## src/core/rss_regs.svh

```systemverilog
// Purpose: constants for the reset and start-up sequencer
// Assumes: 100 MHz system clock, byte addresses on the register bus
// Notes: timing figures kept in their own units, counts derived in the core
`ifndef RSS_REGS_SVH
`define RSS_REGS_SVH
`define RSS_OFF_CAUSE    8'h00
`define RSS_OFF_STATE    8'h04
`define RSS_OFF_KEEP     8'h08
`define RSS_OFF_WORK     8'h0C
`define RSS_BIT_TO       0
`define RSS_BIT_PD       1
`define RSS_OSC_RC       2'h3
`define RSS_OSC_HS       2'h2
`define RSS_OSC_XT       2'h1
`define RSS_OSC_LP       2'h0
`define RSS_CLK_MHZ      100
`define RSS_SAG_QUAL_US  100
`define RSS_POWERUP_DELAY_TIMER_MS      72
`define RSS_RC_KHZ       32
`define RSS_OST_CYCLES   1024
`define RSS_PIN_FILT     10
`endif

```

## src/core/rss_pkg.sv

```systemverilog
// Purpose: types of the reset and start-up sequencer
// Assumes: nothing
// Notes: all core state except the two reset synchroniser flops lives in rss_state_s
package rss_pkg;
  typedef enum logic [2:0] {SQ_START, SQ_POWERUP_DELAY_TIMER, SQ_SAG_HOLD, SQ_OST, SQ_RUN} rss_seq_e;
  typedef enum logic [2:0] {CAUSE_POR, CAUSE_PIN_RUN, CAUSE_PIN_SLEEP, CAUSE_WDT_RESET,
                            CAUSE_WDT_WAKE, CAUSE_SAG, CAUSE_IRQ_WAKE} rss_cause_e;
  typedef struct packed {
    logic [7:0]  address;
    logic        read;
    logic        write;
    logic [31:0] writedata;
  } rss_avm_req_s;
  typedef struct packed {
    logic [1:0] osc_mode_sel;
    logic       sag_reset_enable;
    logic       powerup_delay_enable_n;
  } rss_cfg_s;
  typedef struct packed {
    logic        rise_s1;
    logic        rise_s2;
    logic        rise_d;
    logic        low_s1;
    logic        low_s2;
    logic        rc_d;
    logic        osc_d;
    logic [3:0]  pin_cnt;
    logic        pin_low;
    logic [15:0] qual_cnt;
    rss_seq_e    seq;
    logic        sag_seq;
    logic [15:0] powerup_delay_timer_cnt;
    logic [10:0] ost_cnt;
    logic        to_flag;
    logic        pd_flag;
    rss_cause_e  cause;
    logic        wdt_rst;
    logic        wake;
    logic        core_hold;
    logic        full_rst;
    logic [31:0] keep;
    logic [31:0] work;
    logic        ack;
    logic [31:0] rdata;
  } rss_state_s;
endpackage

```

## src/core/rss_sequencer.sv

```systemverilog
// Purpose: reset cause tracking and start-up time-out sequencing
// Assumes: rc_clk_in, osc_input_pin_in, pin and watchdog inputs synchronous to clk_in
// Notes: slow clocks are edge-sampled, so they must stay well below clk_in
`timescale 1ns/1ps
`include "rss_regs.svh"

module rss_sequencer
  import rss_pkg::*;
#(
  parameter logic [15:0] SAG_QUAL_CYCLES = 16'(`RSS_SAG_QUAL_US * `RSS_CLK_MHZ),
  parameter logic [15:0] POWERUP_DELAY_TIMER_TICKS      = 16'(`RSS_POWERUP_DELAY_TIMER_MS * `RSS_RC_KHZ),
  parameter logic [10:0] OST_CYCLES      = 11'(`RSS_OST_CYCLES),
  parameter logic [3:0]  PIN_FILT        = 4'(`RSS_PIN_FILT)
) (
  input  wire logic          clk_in,
  input  wire logic          reset_n_in,
  input  wire rss_avm_req_s  avm_in,
  output logic [31:0]        avm_readdata_out,
  output logic               avm_waitrequest_out,
  input  wire rss_cfg_s      cfg_in,
  input  wire logic          supply_rise_in,
  input  wire logic          supply_low_in,
  input  wire logic          ext_reset_pin_n_in,
  input  wire logic          watchdog_timeout_in,
  input  wire logic          core_asleep_in,
  input  wire logic          irq_wake_in,
  input  wire logic          rc_clk_in,
  input  wire logic          osc_input_pin_in,
  output logic               core_reset_out,
  output logic               reg_reset_out,
  output logic               wake_resume_out,
  output logic               timeout_cause_flag_out,
  output logic               powerdown_cause_flag_out
);

  logic       rst_s1_reg;
  logic       rst_n_reg;
  rss_state_s r_reg;
  rss_state_s r_next;
  logic       por_ev;
  logic       sag_low;
  logic       sag_ev;
  logic       rc_tick;
  logic       osc_tick;
  logic       pin_fall;
  logic       crystal;
  logic       powerup_delay_timer_apply;
  logic       bus_req;
  logic       bus_take;
  logic       bus_do_wr;

  // Decode shared by read and write paths; bit 2 flags a hit
  function automatic logic [2:0] reg_sel(input logic [7:0] addr);
    logic [2:0] s;
    s = 3'h0;
    case (addr)
      `RSS_OFF_CAUSE: s = 3'h4;
      `RSS_OFF_STATE: s = 3'h5;
      `RSS_OFF_KEEP:  s = 3'h6;
      `RSS_OFF_WORK:  s = 3'h7;
      default:        s = 3'h0;
    endcase
    return s;
  endfunction

  always_ff @(posedge clk_in or negedge reset_n_in) begin
    if (!reset_n_in) begin
      rst_s1_reg <= 1'b0;
      rst_n_reg  <= 1'b0;
    end else begin
      rst_s1_reg <= 1'b1;
      rst_n_reg  <= rst_s1_reg;
    end
  end

  assign por_ev     = r_reg.rise_s2 & ~r_reg.rise_d;
  assign sag_low    = cfg_in.sag_reset_enable & r_reg.low_s2;
  assign sag_ev     = sag_low && (r_reg.qual_cnt == SAG_QUAL_CYCLES - 16'h1);
  assign rc_tick    = rc_clk_in & ~r_reg.rc_d;
  assign osc_tick   = osc_input_pin_in & ~r_reg.osc_d;
  assign pin_fall   = !ext_reset_pin_n_in && (r_reg.pin_cnt == PIN_FILT - 4'h1)
                      && !r_reg.pin_low;
  assign crystal    = (cfg_in.osc_mode_sel != `RSS_OSC_RC);
  // Sag reset forces the delay on regardless of the enable bit
  assign powerup_delay_timer_apply = ~cfg_in.powerup_delay_enable_n | cfg_in.sag_reset_enable;
  assign bus_req    = avm_in.read | avm_in.write;
  assign bus_take   = bus_req & ~r_reg.ack;
  assign bus_do_wr  = avm_in.write & r_reg.ack;

  always_comb begin
    r_next = r_reg;
    // Two-stage synchronisers; first stage feeds only the second
    r_next.rise_s1 = supply_rise_in;
    r_next.rise_s2 = r_reg.rise_s1;
    r_next.rise_d  = r_reg.rise_s2;
    r_next.low_s1  = supply_low_in;
    r_next.low_s2  = r_reg.low_s1;
    r_next.rc_d    = rc_clk_in;
    r_next.osc_d   = osc_input_pin_in;
    r_next.wdt_rst = 1'b0;
    r_next.wake    = 1'b0;

    // Glitch filter: only a low held for PIN_FILT samples counts
    if (ext_reset_pin_n_in) begin
      r_next.pin_cnt = 4'h0;
      r_next.pin_low = 1'b0;
    end else begin
      if (r_reg.pin_cnt != PIN_FILT) begin
        r_next.pin_cnt = r_reg.pin_cnt + 4'h1;
      end
      if (pin_fall) begin
        r_next.pin_low = 1'b1;
      end
    end

    // Qualify time; the count saturates so a long sag fires once
    if (!sag_low) begin
      r_next.qual_cnt = 16'h0;
    end else if (r_reg.qual_cnt != SAG_QUAL_CYCLES) begin
      r_next.qual_cnt = r_reg.qual_cnt + 16'h1;
    end

    case (r_reg.seq)
      SQ_START: begin
        r_next.powerup_delay_timer_cnt = 16'h0;
        r_next.ost_cnt  = 11'h0;
        if (powerup_delay_timer_apply) begin
          r_next.seq = SQ_POWERUP_DELAY_TIMER;
        end else if (crystal) begin
          r_next.seq = SQ_OST;
        end else begin
          r_next.seq = SQ_RUN;
        end
      end
      SQ_POWERUP_DELAY_TIMER: begin
        if (sag_low) begin
          r_next.seq = SQ_SAG_HOLD;
        end else if (rc_tick) begin
          if (r_reg.powerup_delay_timer_cnt == POWERUP_DELAY_TIMER_TICKS - 16'h1) begin
            r_next.ost_cnt = 11'h0;
            r_next.seq     = crystal ? SQ_OST : SQ_RUN;
          end else begin
            r_next.powerup_delay_timer_cnt = r_reg.powerup_delay_timer_cnt + 16'h1;
          end
        end
      end
      SQ_SAG_HOLD: begin
        r_next.powerup_delay_timer_cnt = 16'h0;
        if (!sag_low) begin
          r_next.seq = SQ_POWERUP_DELAY_TIMER;
        end
      end
      SQ_OST: begin
        if (osc_tick) begin
          if (r_reg.ost_cnt == OST_CYCLES - 11'h1) begin
            r_next.seq = SQ_RUN;
          end else begin
            r_next.ost_cnt = r_reg.ost_cnt + 11'h1;
          end
        end
      end
      SQ_RUN: begin
        r_next.sag_seq = 1'b0;
      end
      default: begin
        r_next.seq = SQ_START;
      end
    endcase

    // Hardware causes beat a software write to the flags in the same cycle
    if (por_ev) begin
      r_next.seq     = SQ_START;
      r_next.sag_seq = 1'b1;
      r_next.to_flag = 1'b1;
      r_next.pd_flag = 1'b1;
      r_next.cause   = CAUSE_POR;
    end else if (sag_ev) begin
      r_next.seq     = SQ_SAG_HOLD;
      r_next.sag_seq = 1'b1;
      r_next.to_flag = 1'b1;
      r_next.pd_flag = 1'b1;
      r_next.cause   = CAUSE_SAG;
    end else if (pin_fall) begin
      // Timers keep running under the pin so a long low skips them
      if (core_asleep_in) begin
        r_next.to_flag = 1'b1;
        r_next.pd_flag = 1'b0;
        r_next.cause   = CAUSE_PIN_SLEEP;
      end else begin
        r_next.cause   = CAUSE_PIN_RUN;
      end
    end else if (watchdog_timeout_in && r_reg.seq == SQ_RUN && !r_reg.full_rst) begin
      r_next.to_flag = 1'b0;
      if (core_asleep_in) begin
        r_next.pd_flag = 1'b0;
        r_next.cause   = CAUSE_WDT_WAKE;
        r_next.wake    = 1'b1;
        r_next.ost_cnt = 11'h0;
        r_next.seq     = crystal ? SQ_OST : SQ_RUN;
      end else begin
        r_next.pd_flag = 1'b1;
        r_next.cause   = CAUSE_WDT_RESET;
        r_next.wdt_rst = 1'b1;
      end
    end else if (irq_wake_in && core_asleep_in && r_reg.seq == SQ_RUN && !r_reg.full_rst) begin
      r_next.to_flag = 1'b1;
      r_next.pd_flag = 1'b0;
      r_next.cause   = CAUSE_IRQ_WAKE;
      r_next.wake    = 1'b1;
      r_next.ost_cnt = 11'h0;
      r_next.seq     = crystal ? SQ_OST : SQ_RUN;
    end else if (bus_do_wr && reg_sel(avm_in.address) == 3'h4) begin
      r_next.to_flag = avm_in.writedata[`RSS_BIT_TO];
      r_next.pd_flag = avm_in.writedata[`RSS_BIT_PD];
    end

    // Watchdog reset is purely internal; no pin drive exists here
    r_next.core_hold = (r_next.seq != SQ_RUN) | r_next.pin_low | r_next.wdt_rst;
    r_next.full_rst  = r_next.sag_seq | r_next.pin_low | r_next.wdt_rst;

    if (bus_do_wr && reg_sel(avm_in.address) == 3'h6) begin
      r_next.keep = avm_in.writedata;
    end
    if (r_reg.full_rst) begin
      r_next.work = 32'h0;
    end else if (bus_do_wr && reg_sel(avm_in.address) == 3'h7) begin
      r_next.work = avm_in.writedata;
    end

    // One wait state: data latched on the first cycle, handed out on the second
    r_next.ack = bus_take;
    if (bus_take && avm_in.read) begin
      case (reg_sel(avm_in.address))
        3'h4: r_next.rdata = {25'h0, 3'(r_reg.cause), 2'h0,
                              r_reg.pd_flag, r_reg.to_flag};
        3'h5: r_next.rdata = {5'h0, r_reg.ost_cnt, 8'h0, r_reg.pin_low,
                              r_reg.full_rst, r_reg.core_hold, 2'h0, 3'(r_reg.seq)};
        3'h6: r_next.rdata = r_reg.keep;
        3'h7: r_next.rdata = r_reg.work;
        default: r_next.rdata = 32'h0;
      endcase
    end
  end

  always_ff @(posedge clk_in or negedge rst_n_reg) begin
    if (!rst_n_reg) begin
      r_reg           <= '0;
      r_reg.seq       <= SQ_START;
      r_reg.sag_seq   <= 1'b1;
      r_reg.to_flag   <= 1'b1;
      r_reg.pd_flag   <= 1'b1;
      r_reg.cause     <= CAUSE_POR;
      r_reg.core_hold <= 1'b1;
      r_reg.full_rst  <= 1'b1;
      r_reg.rise_s1   <= 1'b1;
      r_reg.rise_s2   <= 1'b1;
      r_reg.rise_d    <= 1'b1;
      r_reg.pin_cnt   <= 4'h0;
    end else begin
      r_reg <= r_next;
    end
  end

  assign avm_readdata_out         = r_reg.rdata;
  assign avm_waitrequest_out      = bus_take;
  assign core_reset_out           = r_reg.core_hold;
  assign reg_reset_out            = r_reg.full_rst;
  assign wake_resume_out          = r_reg.wake;
  assign timeout_cause_flag_out   = r_reg.to_flag;
  assign powerdown_cause_flag_out = r_reg.pd_flag;
endmodule

```

## config.mk

```make
export PLATFORM = sky130hd
export DESIGN_NAME = rss_sequencer
export DESIGN_NICKNAME = d
export VERILOG_FILES = /design/src/core/rss_pkg.sv /design/src/core/rss_sequencer.sv
export VERILOG_INCLUDE_DIRS = /design/src /design/src/core
export SDC_FILE = /design/constraint.sdc
export NUM_CORES = 1
export LEC_CHECK = 0
export BUFFER_PORTS_ARGS = -buffer_cell sky130_fd_sc_hd__buf_4
export CORE_MARGIN = 8
export CORE_UTILIZATION = 50
export CTS_BUF_LIST = sky130_fd_sc_hd__clkbuf_8
export DETAILED_ROUTE_END_ITERATION = 10
export PLACE_DENSITY = 0.7
export SLEW_MARGIN = 20
export SYNTH_ARGS = -nofsm -noshare
export SYNTH_HDL_FRONTEND = slang
export SYNTH_SLANG_ARGS = --single-unit
```

## constraint.sdc

```tcl
create_clock -name clk_in -period 14.32 [get_ports clk_in]
set_input_delay 1.432 -clock clk_in [delete_from_list [all_inputs] [get_ports clk_in]]
set_output_delay 1.432 -clock clk_in [all_outputs]
set_load 0.01 [all_outputs]
```

==> results of run 1 <==
==> layout by cell type (no fill, tap or decap), types with 3 or more instances in the layout <==
| master | count |
|---|---|
| a31oi_1 | 10 |
| inv_1 | 12 |
| nand2_1 | 53 |
| a22o_1 | 37 |
| nor2b_1 | 6 |
| a41oi_1 | 4 |
| mux4_2 | 3 |
| a21oi_1 | 26 |
| inv_6 | 3 |
| a211oi_1 | 4 |
| buf_4 | 101 |
| dfrtp_1 | 157 |
| dfstp_2 | 8 |
| mux2i_1 | 4 |
| or2_2 | 7 |
| or4_1 | 5 |
| xor2_1 | 7 |
| nor3_1 | 10 |
| clkbuf_8 | 18 |
| a21o_1 | 4 |
| nor2_1 | 48 |
| xnor2_1 | 15 |
| nand4_1 | 13 |
| o21ai_0 | 39 |
| nor4_1 | 8 |
| mux2_2 | 45 |
| or3_1 | 10 |
| clkinvlp_4 | 4 |
| ha_1 | 7 |
| nand2b_1 | 4 |
| a22oi_1 | 28 |
| and3_1 | 11 |
| nand3_1 | 17 |
| o211ai_1 | 3 |
| nand3b_1 | 3 |
| and2_1 | 7 |
==> metrics by stage <==
stage	utilization	cell area, sq um	std cells	setup slack [ns]
after global placement	0.545	8570	975	10.44
after CTS	0.569	8940	1004	10.88
after detailed placement	0.545	8570	975	10.40
after global routing	0.571	8980	1005	10.68
final	0.571	8980	1005	10.86
after floorplan	-	7930	731	9.37
==> layout make-up <==
cell class / instances / area share
repair buffers: 103 / 0.0888
multi-input cells: 479 / 0.370
inverters: 12 / 0.00502
well taps: 216 / 0.0301
clock buffers: 18 / 0.0276
clock inverters: 11 / 0.0141
flip-flops and latches: 166 / 0.464
==> cells by family (layout without fill, tap and decap cells) <==
family	Yosys count	in the layout	share of synthesized area
AO/OA/AOI/OAI	173	173	0.151
XOR/XNOR	22	22	0.0243
adder cells (fa/ha/maj)	7	7	0.0111
buffers and inverters	86	144	0.0568
flip-flops	166	166	0.525
multiplexers	54	54	0.0823
other	1	1	0.000473
AND/OR/NAND/NOR	222	222	0.149
==> Yosys cell counts (all sizes together), types with 11 or more instances <==
| master | instances |
|---|---|
| nand3 | 18 |
| inv | 12 |
| xnor2 | 15 |
| and3 | 11 |
| a31oi | 11 |
| a21oi | 26 |
| o21ai | 39 |
| dfrtp | 158 |
| nor2 | 49 |
| a22oi | 28 |
| nand2 | 54 |
| clkbuf | 31 |
| mux2 | 46 |
| a22o | 37 |
| buf | 43 |
| nand4 | 13 |
==> layer usage <==
| metal | track usage | vias up | part of all wire |
|---|---|---|---|
| li1 | - | 2729 | - |
| met5 | 0 | - | 0 |
| met4 | 0.0554 | 0 | 0.011 |
| met1 | 0.229 | 2927 | 0.43 |
| met3 | 0.0504 | 16 | 0.052 |
| met2 | 0.323 | 131 | 0.51 |
==> worst max-delay path, stage by stage <==
cell,delay (ns)
buf_4,0.11
nor4_1,0.33
nand2_1,0.18
nor3b_2,0.18
buf_4,0.22
and3_1,0.56
buf_4,0.41
mux2_2,0.38
==> worst paths after layout <==
kind	start	to	depth (start not counted)
min in group clk_in	rst_s1_reg	rst_n_reg	0
worst max-delay path	avm_in[39]	r_reg[90]	8
worst min register to register	rst_n_reg	r_reg[126]	0
worst min-delay path	rst_n_reg	r_reg[126]	0
worst max register to register	r_reg[136]	r_reg[126]	5
max in group asynchronous	rst_n_reg	r_reg[73]	1
==> power by group through the flow <==
stage               clock network (uW)  registers (uW)  logic, uW
global route                       354             504        134
detailed placement                   0             513        116
CTS                                335             504        117
floorplan                            0             509       75.7
global placement                     0             512        113
finish                             327             501        120
==> run metrics, run 1 <==
status=completed; Avg Vias per Cell=5.77; syn nets=794; Final Power=949 uW; Final Setup Violations=0; max_cap viols=0; Multi-input gate area=3320 sq um; number of flops mapped to enable cells by yosys=0; post-synth top area cell=dfrtp_1; CTS H-tree lvls=4; Total GRT Usage=0.189; CTS buffer count=17; Top FF cell, synth=dfrtp_1; CP Data Required Time=14.67 ns; Final Max Tran Viols=0; RD Place Congestion=0.846; number of diodes=0; fmax=289 MHz; post-CTS setup buffer count=0; Final Critical Period=3.46 ns; Lkg Pwr=0.00401 uW; wire per inst=18.0 um; Mapped Area=7930 sq um; CP Max Fanout=20; critical path data arrival time=3.81 ns; type of the worst setup path=input pin to register; worst slack on hold paths=0.256 ns; Final Hold Viols=0; Worst-Skew Late Latency=0.46 ns; P_int=685 uW; P&R area growth vs syn=13.3%; Routed WL=18100 um; Fillers=1363; post-synthesis sequential area ratio=0.525; Tightest Pin Transition=0.898 ns; NetSw=264 uW; Final Cycle Share=0.242; Total Die Area=20100 sq um; FF+latch count, synth=166; Ports=94; Site Rows=46; CTS tree=built; Switching Fraction=0.278; Worst-path clk slew=0.09 ns; Area contributors post-synth=dfrtp_1 50%, mux2_2 6.4%, a22o_1 4.1%, buf_4 3.0%, a22oi_1 2.7%; DIE HEIGHT=142 um; setup tns final=0 ns; max reg flops=124; grt total ovfl=0; worst hold path class=register to asynchronous set/reset pin; RSZ-0062 raised after global routing=no; Detail Route Antenna Nets=0; NumNets Final=842; drt initial violations=339; Mapped Cells=731; Reg power frac=0.528; Clock Skew=0.0152 ns; DRC Markers=0; IO Port Bufs=93; Slew headroom=0.393; clk buf depth=2; crit end category=register; syn_area_per_cell=10.8 sq um; CTS Hold Buffers Added=0; R2R setup slack=11.86 ns; Yosys cell types=68; Post-synth ARST share=1.00; layout cell share with drive strength beyond 1=0.265; Die Wd=142 um; register area=4170 sq um; initial antenna violation count=0; startpoint types=input pin; routed vias=5803; largest net degree at the start of global routing=86; first-pass GRT wire length=30600 um; drt first pass iters=5; vias in the first global route=6070; clock share of power=0.345; CORE AREA=15700 sq um; Initial Utilization=0.504; total clock sinks=166; maximum vdd ir drop=58.8 uV; combinational group share of total power=0.127; post-DP HPWL=12700 um; CTS resizes=0; pwr dens=106 nW/um^2; Yosys top cell area share=0.499; Yosys warnings=0; CTS root buf=clkbuf_8
No activity file was read; power rests on OpenSTA's default activity.
==> run 2, diff against run 1 <==
==> constraint.sdc (replaced) <==
create_clock -name clk_in -period 3.6 [get_ports clk_in]
set_input_delay 0.36 -clock clk_in [delete_from_list [all_inputs] [get_ports clk_in]]
set_output_delay 0.36 -clock clk_in [all_outputs]
set_load 0.01 [all_outputs]
==> run metrics, run 2 (synthesis gave the netlist of run 1 again) <==
status=completed; critical path data arrival time=3.12 ns; Initial Utilization=0.504; fmax=356 MHz; post-CTS setup buffer count=0; max_cap viols=0; first-pass GRT wire length=30800 um; largest net degree at the start of global routing=109; max reg flops=124; Ports=94; Non-Filler Instances=1011; Crit-path slowest cell=or4b_2; Tightest Pin Transition=1.07 ns; CP Max Fanout=10; DIE HEIGHT=142 um; worst-path cell chain=or4b_2 -> nor4_2 -> a41oi_1 -> a31oi_1 -> a311oi_1; Final Setup Violations=0; Fillers=1330; pwr dens=418 nW/um^2; grt total ovfl=0; Avg Vias per Cell=5.82; drt initial violations=298; most frequent cells in the layout=157 x dfrtp_1, 100 x buf_4, 53 x nand2_1; DRC Markers=0; CP Data Required Time=3.91 ns; total clock sinks=166; setup tns final=0 ns; Slew headroom=0.285; type of the worst setup path=register to register; startpoint types=register; initial antenna violation count=0; Detail Route Antenna Nets=0; NumNets Final=845; CTS resizes=0; clk buf depth=2; Routed WL=18500 um; routed vias=5879; Worst-Skew Late Latency=0.47 ns; Worst-path clk slew=0.09 ns; CTS Hold Buffers Added=4; slowest stage delay, CP=0.65 ns; number of diodes=0; Lkg Pwr=0.00403 uW; WP buf/inv=0; Total Die Area=20100 sq um; Final Hold Viols=0; delay-heaviest family, CP=simple AND/OR/NAND/NOR gates; Die Wd=142 um; IO Port Bufs=93; CTS H-tree lvls=4; PnR worst setup slack=0.793 ns; DP Worst Slack=0.836 ns; Site Rows=46; Clock Skew=0.00974 ns; Total GRT Usage=0.191; CTS root buf=clkbuf_8; CTS buffer count=17; Final Max Tran Viols=0; vias in the first global route=6090; crit end category=register; post-DP HPWL=12700 um; P&R area growth vs syn=13.7%; CTS tree=built; layout cell share with drive strength beyond 1=0.263; commonest non-fill, non-tap cell in the layout=dfrtp_1; Final Cycle Share=0.780; worst slack on hold paths=0.0298 ns; worst hold path class=input pin to register; Final Critical Period=2.81 ns; RSZ-0062 raised after global routing=no; design area=9010 sq um; wire per inst=18.3 um; Placed Cells=975; RD Place Congestion=0.876; DP Area=8590 sq um; drt first pass iters=5; CORE AREA=15700 sq um; maximum vdd ir drop=269 uV
[run 2: layout make-up]
| cell class | instances | area (sq um) | share of cell area |
|---|---|---|---|
| Timing Repair Buffer | 106 | 831 | 0.0922 |
| Sequential cell | 166 | 4170 | 0.463 |
| Inverter | 12 | 45.0 | 0.00500 |
| Tap cell | 216 | 270 | 0.0300 |
| Clock buffer | 18 | 248 | 0.0275 |
| Multi-Input combinational cell | 479 | 3320 | 0.368 |
| Clock inverter | 14 | 128 | 0.0142 |
[run 2: path summary, 6_finish.rpt]
kind	from	to	slack [ns]	cells past startpoint
max in group asynchronous	rst_n_reg	r_reg[41]	2.17	1
max	r_reg[125]	r_reg[115]	0.79	5
min reg2reg	rst_s1_reg	rst_n_reg	0.35	0
max reg2reg	r_reg[125]	r_reg[115]	0.79	5
min in group asynchronous	reset_n_in	rst_n_reg	0.21	2
min	osc_input_pin_in	r_reg[158]	0.03	1
[run 2: metal layers]
layer	share of wire	up-vias	GRT usage
met2	0.51	123	0.331
met5	0	-	0
met3	0.039	30	0.0420
met4	0.019	0	0.0724
li1	-	2727	-
met1	0.43	2999	0.229
[run 2: power by group]
| part | internal (uW) | switching, uW | total, uW |
|---|---|---|---|
| registers | 1920 | 82.2 | 2000 |
| clock network | 570 | 713 | 1280 |
| logic | 183 | 301 | 484 |
| total | 2670 | 1100 | 3770 |
[run 2: metrics by stage]
step	total power, uW	util
floorplan	2330	-
global placement	2490	0.547
detailed placement	2520	0.547
CTS	3800	0.573
global route	3920	0.573
finish	3770	0.573
[run 2: worst reg2reg max path: stages, from the launching register on]
cell,delay (ns)
dfrtp_1,0.46
or4b_2,0.65
nor4_2,0.45
a41oi_1,0.52
a31oi_1,0.41
a311oi_1,0.16
==> run 3, diff against run 2 <==
--- a/config.mk
+++ b/config.mk
@@ -6,6 +6,7 @@
 export SDC_FILE = /design/constraint.sdc
 export NUM_CORES = 1
 export LEC_CHECK = 0
+export ABC_AREA = 1
 export BUFFER_PORTS_ARGS = -buffer_cell sky130_fd_sc_hd__buf_4
 export CORE_MARGIN = 8
 export CORE_UTILIZATION = 50
==> constraint.sdc (replaced) <==
create_clock -name clk_in -period 2.81 [get_ports clk_in]
set_input_delay 0.281 -clock clk_in [delete_from_list [all_inputs] [get_ports clk_in]]
set_output_delay 0.281 -clock clk_in [all_outputs]
set_load 0.01 [all_outputs]
==> run metrics, run 3 <==
status=completed; IO Port Bufs=93; CTS buffer count=17; RSZ-0062 raised after global routing=no; worst hold path class=input pin to register; CTS resizes=0; DP Worst Slack=0.882 ns; number of diodes=0; Yosys top cell area share=0.477; largest net degree at the start of global routing=65; Site Rows=47; commonest non-fill, non-tap cell in the layout=nand2_1; Clock Skew=0.0154 ns; Yosys warnings=0; Final Hold Viols=0; Yosys cell types=41; fmax=539 MHz; grt total ovfl=0; Initial Utilization=0.505; top cells by count, synth=274 x nand2_1, 158 x dfrtp_1, 148 x inv_1; critical path data arrival time=2.21 ns; routed vias=6804; Mapped Cells=1041; Final Setup Violations=0; Non-Filler Instances=1338; NumNets Final=1175; drt initial violations=514; max reg flops=124; Worst-Skew Late Latency=0.46 ns; P&R area growth vs syn=13.6%; FF+latch count, synth=166; syn nets=1104; syn_area_per_cell=7.96 sq um; CTS root buf=clkbuf_8; crit end category=register; Lkg Pwr=0.00463 uW; Ports=94; total clock sinks=166; CTS H-tree lvls=4; maximum vdd ir drop=312 uV; Routed WL=19000 um; post-synth top area cell=dfrtp_1; CORE AREA=16400 sq um; DIE HEIGHT=145 um; startpoint types=register; CTS tree=built; Total Die Area=20900 sq um; most common cell in the netlist=nand2_1; wire per inst=14.2 um; Avg Vias per Cell=5.09; RD Place Congestion=0.858; pwr dens=528 nW/um^2; slowest stage delay, CP=0.40 ns; Die Wd=145 um; Area contributors post-synth=dfrtp_1 48%, nand2_1 12%, inv_1 6.7%, o21ai_0 5.2%, nor2_1 3.5%; Final Critical Period=1.86 ns; Fillers=1526; CP Data Required Time=3.16 ns; Post-synth ARST share=1.00; DRC Markers=0; Placed Cells=1307; first-pass GRT wire length=31400 um; post-synthesis sequential area ratio=0.503; number of flops mapped to enable cells by yosys=0; initial antenna violation count=0; most frequent cells in the layout=273 x nand2_1, 157 x dfrtp_1, 149 x inv_1; max_cap viols=0; Mapped Area=8290 sq um; Total GRT Usage=0.190; Tightest Pin Transition=0.684 ns; vias in the first global route=6520; setup tns final=0 ns; layout cell share with drive strength beyond 1=0.157; post-route core utilization=0.573; Top FF cell, synth=dfrtp_1; clk buf depth=2; Worst-path clk slew=0.08 ns; type of the worst setup path=register to register; worst-path cell chain=ha_1 -> nand3_1 -> inv_1 -> nand2_2 -> inv_2 -> nand2_4 -> nand3_4 -> nand2_4 -> inv_2 -> a21oi_1 -> nor2_1; Detail Route Antenna Nets=0; Slew headroom=0.544; post-DP HPWL=13200 um; PnR worst setup slack=0.953 ns; Crit-path slowest cell=dfrtp_1; CP Max Fanout=21; Final Cycle Share=0.661; drt first pass iters=5; Final Max Tran Viols=0
-- run 3: logic make-up (layout without fill, tap and decap cells) --
family                   count (synthesis)  in the layout  share of synthesized area
AO/OA/AOI/OAI                          191            191                      0.130
XOR/XNOR                                 6              6                    0.00634
adder cells (fa/ha/maj)                  7              7                     0.0106
buffers and inverters                  216            293                      0.116
flip-flops                             166            166                      0.503
other                                    1              1                   0.000453
AND/OR/NAND/NOR                        454            454                      0.234
-- run 3: worst max-delay path, delay by kind of cell (launching register included) --
family	cells	cell delay, ns
simple gates	6	0.67
buf+inv	3	0.30
fa+ha+maj	1	0.23
flops	1	0.40
compound gates	1	0.14
-- run 3: worst paths after layout --
check | startpoint | depth (start not counted) | end | slack [ns]
max | r_reg[117] | 11 | r_reg[122] | 0.95
max in group asynchronous | rst_n_reg | 1 | r_next[162] | 1.70
min | avm_in[21] | 3 | r_reg[86] | 0.09
min in group asynchronous | reset_n_in | 2 | rst_n_reg | 0.14
min reg2reg | r_next[160] | 0 | r_reg[160] | 0.36
max reg2reg | r_reg[117] | 11 | r_reg[122] | 0.95
-- run 3: stage by stage --
stage                     cell area, sq um  power, uW  hold slack (ns)
after floorplan                       8290       3270          -0.0146
after global placement                9040       3540           0.0640
after detailed placement              9040       3560           0.0644
after CTS                             9410       5010           0.0611
after global routing                  9410       5240           0.0792
final                                 9410       4970           0.0915
-- run 3: repair_timing --
item	4_1_cts	5_1_grt
setup buffers	0	0
hold buffers	6	0
hold endpoints to repair	8	0
-- run 3: layout make-up --
class	instances	area [sq um]	share of cell area
flip-flops and latches	166	4170	0.443
inverters	155	588	0.0625
clock inverters	5	32.5	0.00346
well taps	220	275	0.0293
repair buffers	113	901	0.0957
multi-input cells	659	3170	0.337
clock buffers	20	275	0.0293
-- run 3: metal layers --
metal	up-vias	global-route usage	wire length, um
met5	-	0	0
met4	0	0.0646	280
met3	21	0.0479	1080
met2	172	0.289	8670
met1	3171	0.259	8940
li1	3440	-	-
-- run 3: where the power goes --
part	total [uW]	switching, uW	internal [uW]	leakage, uW
logic	927	618	308	0.00221
registers	2590	100	2490	0.00226
clock network	1450	811	642	0.000157
total	4970	1530	3440	0.00463
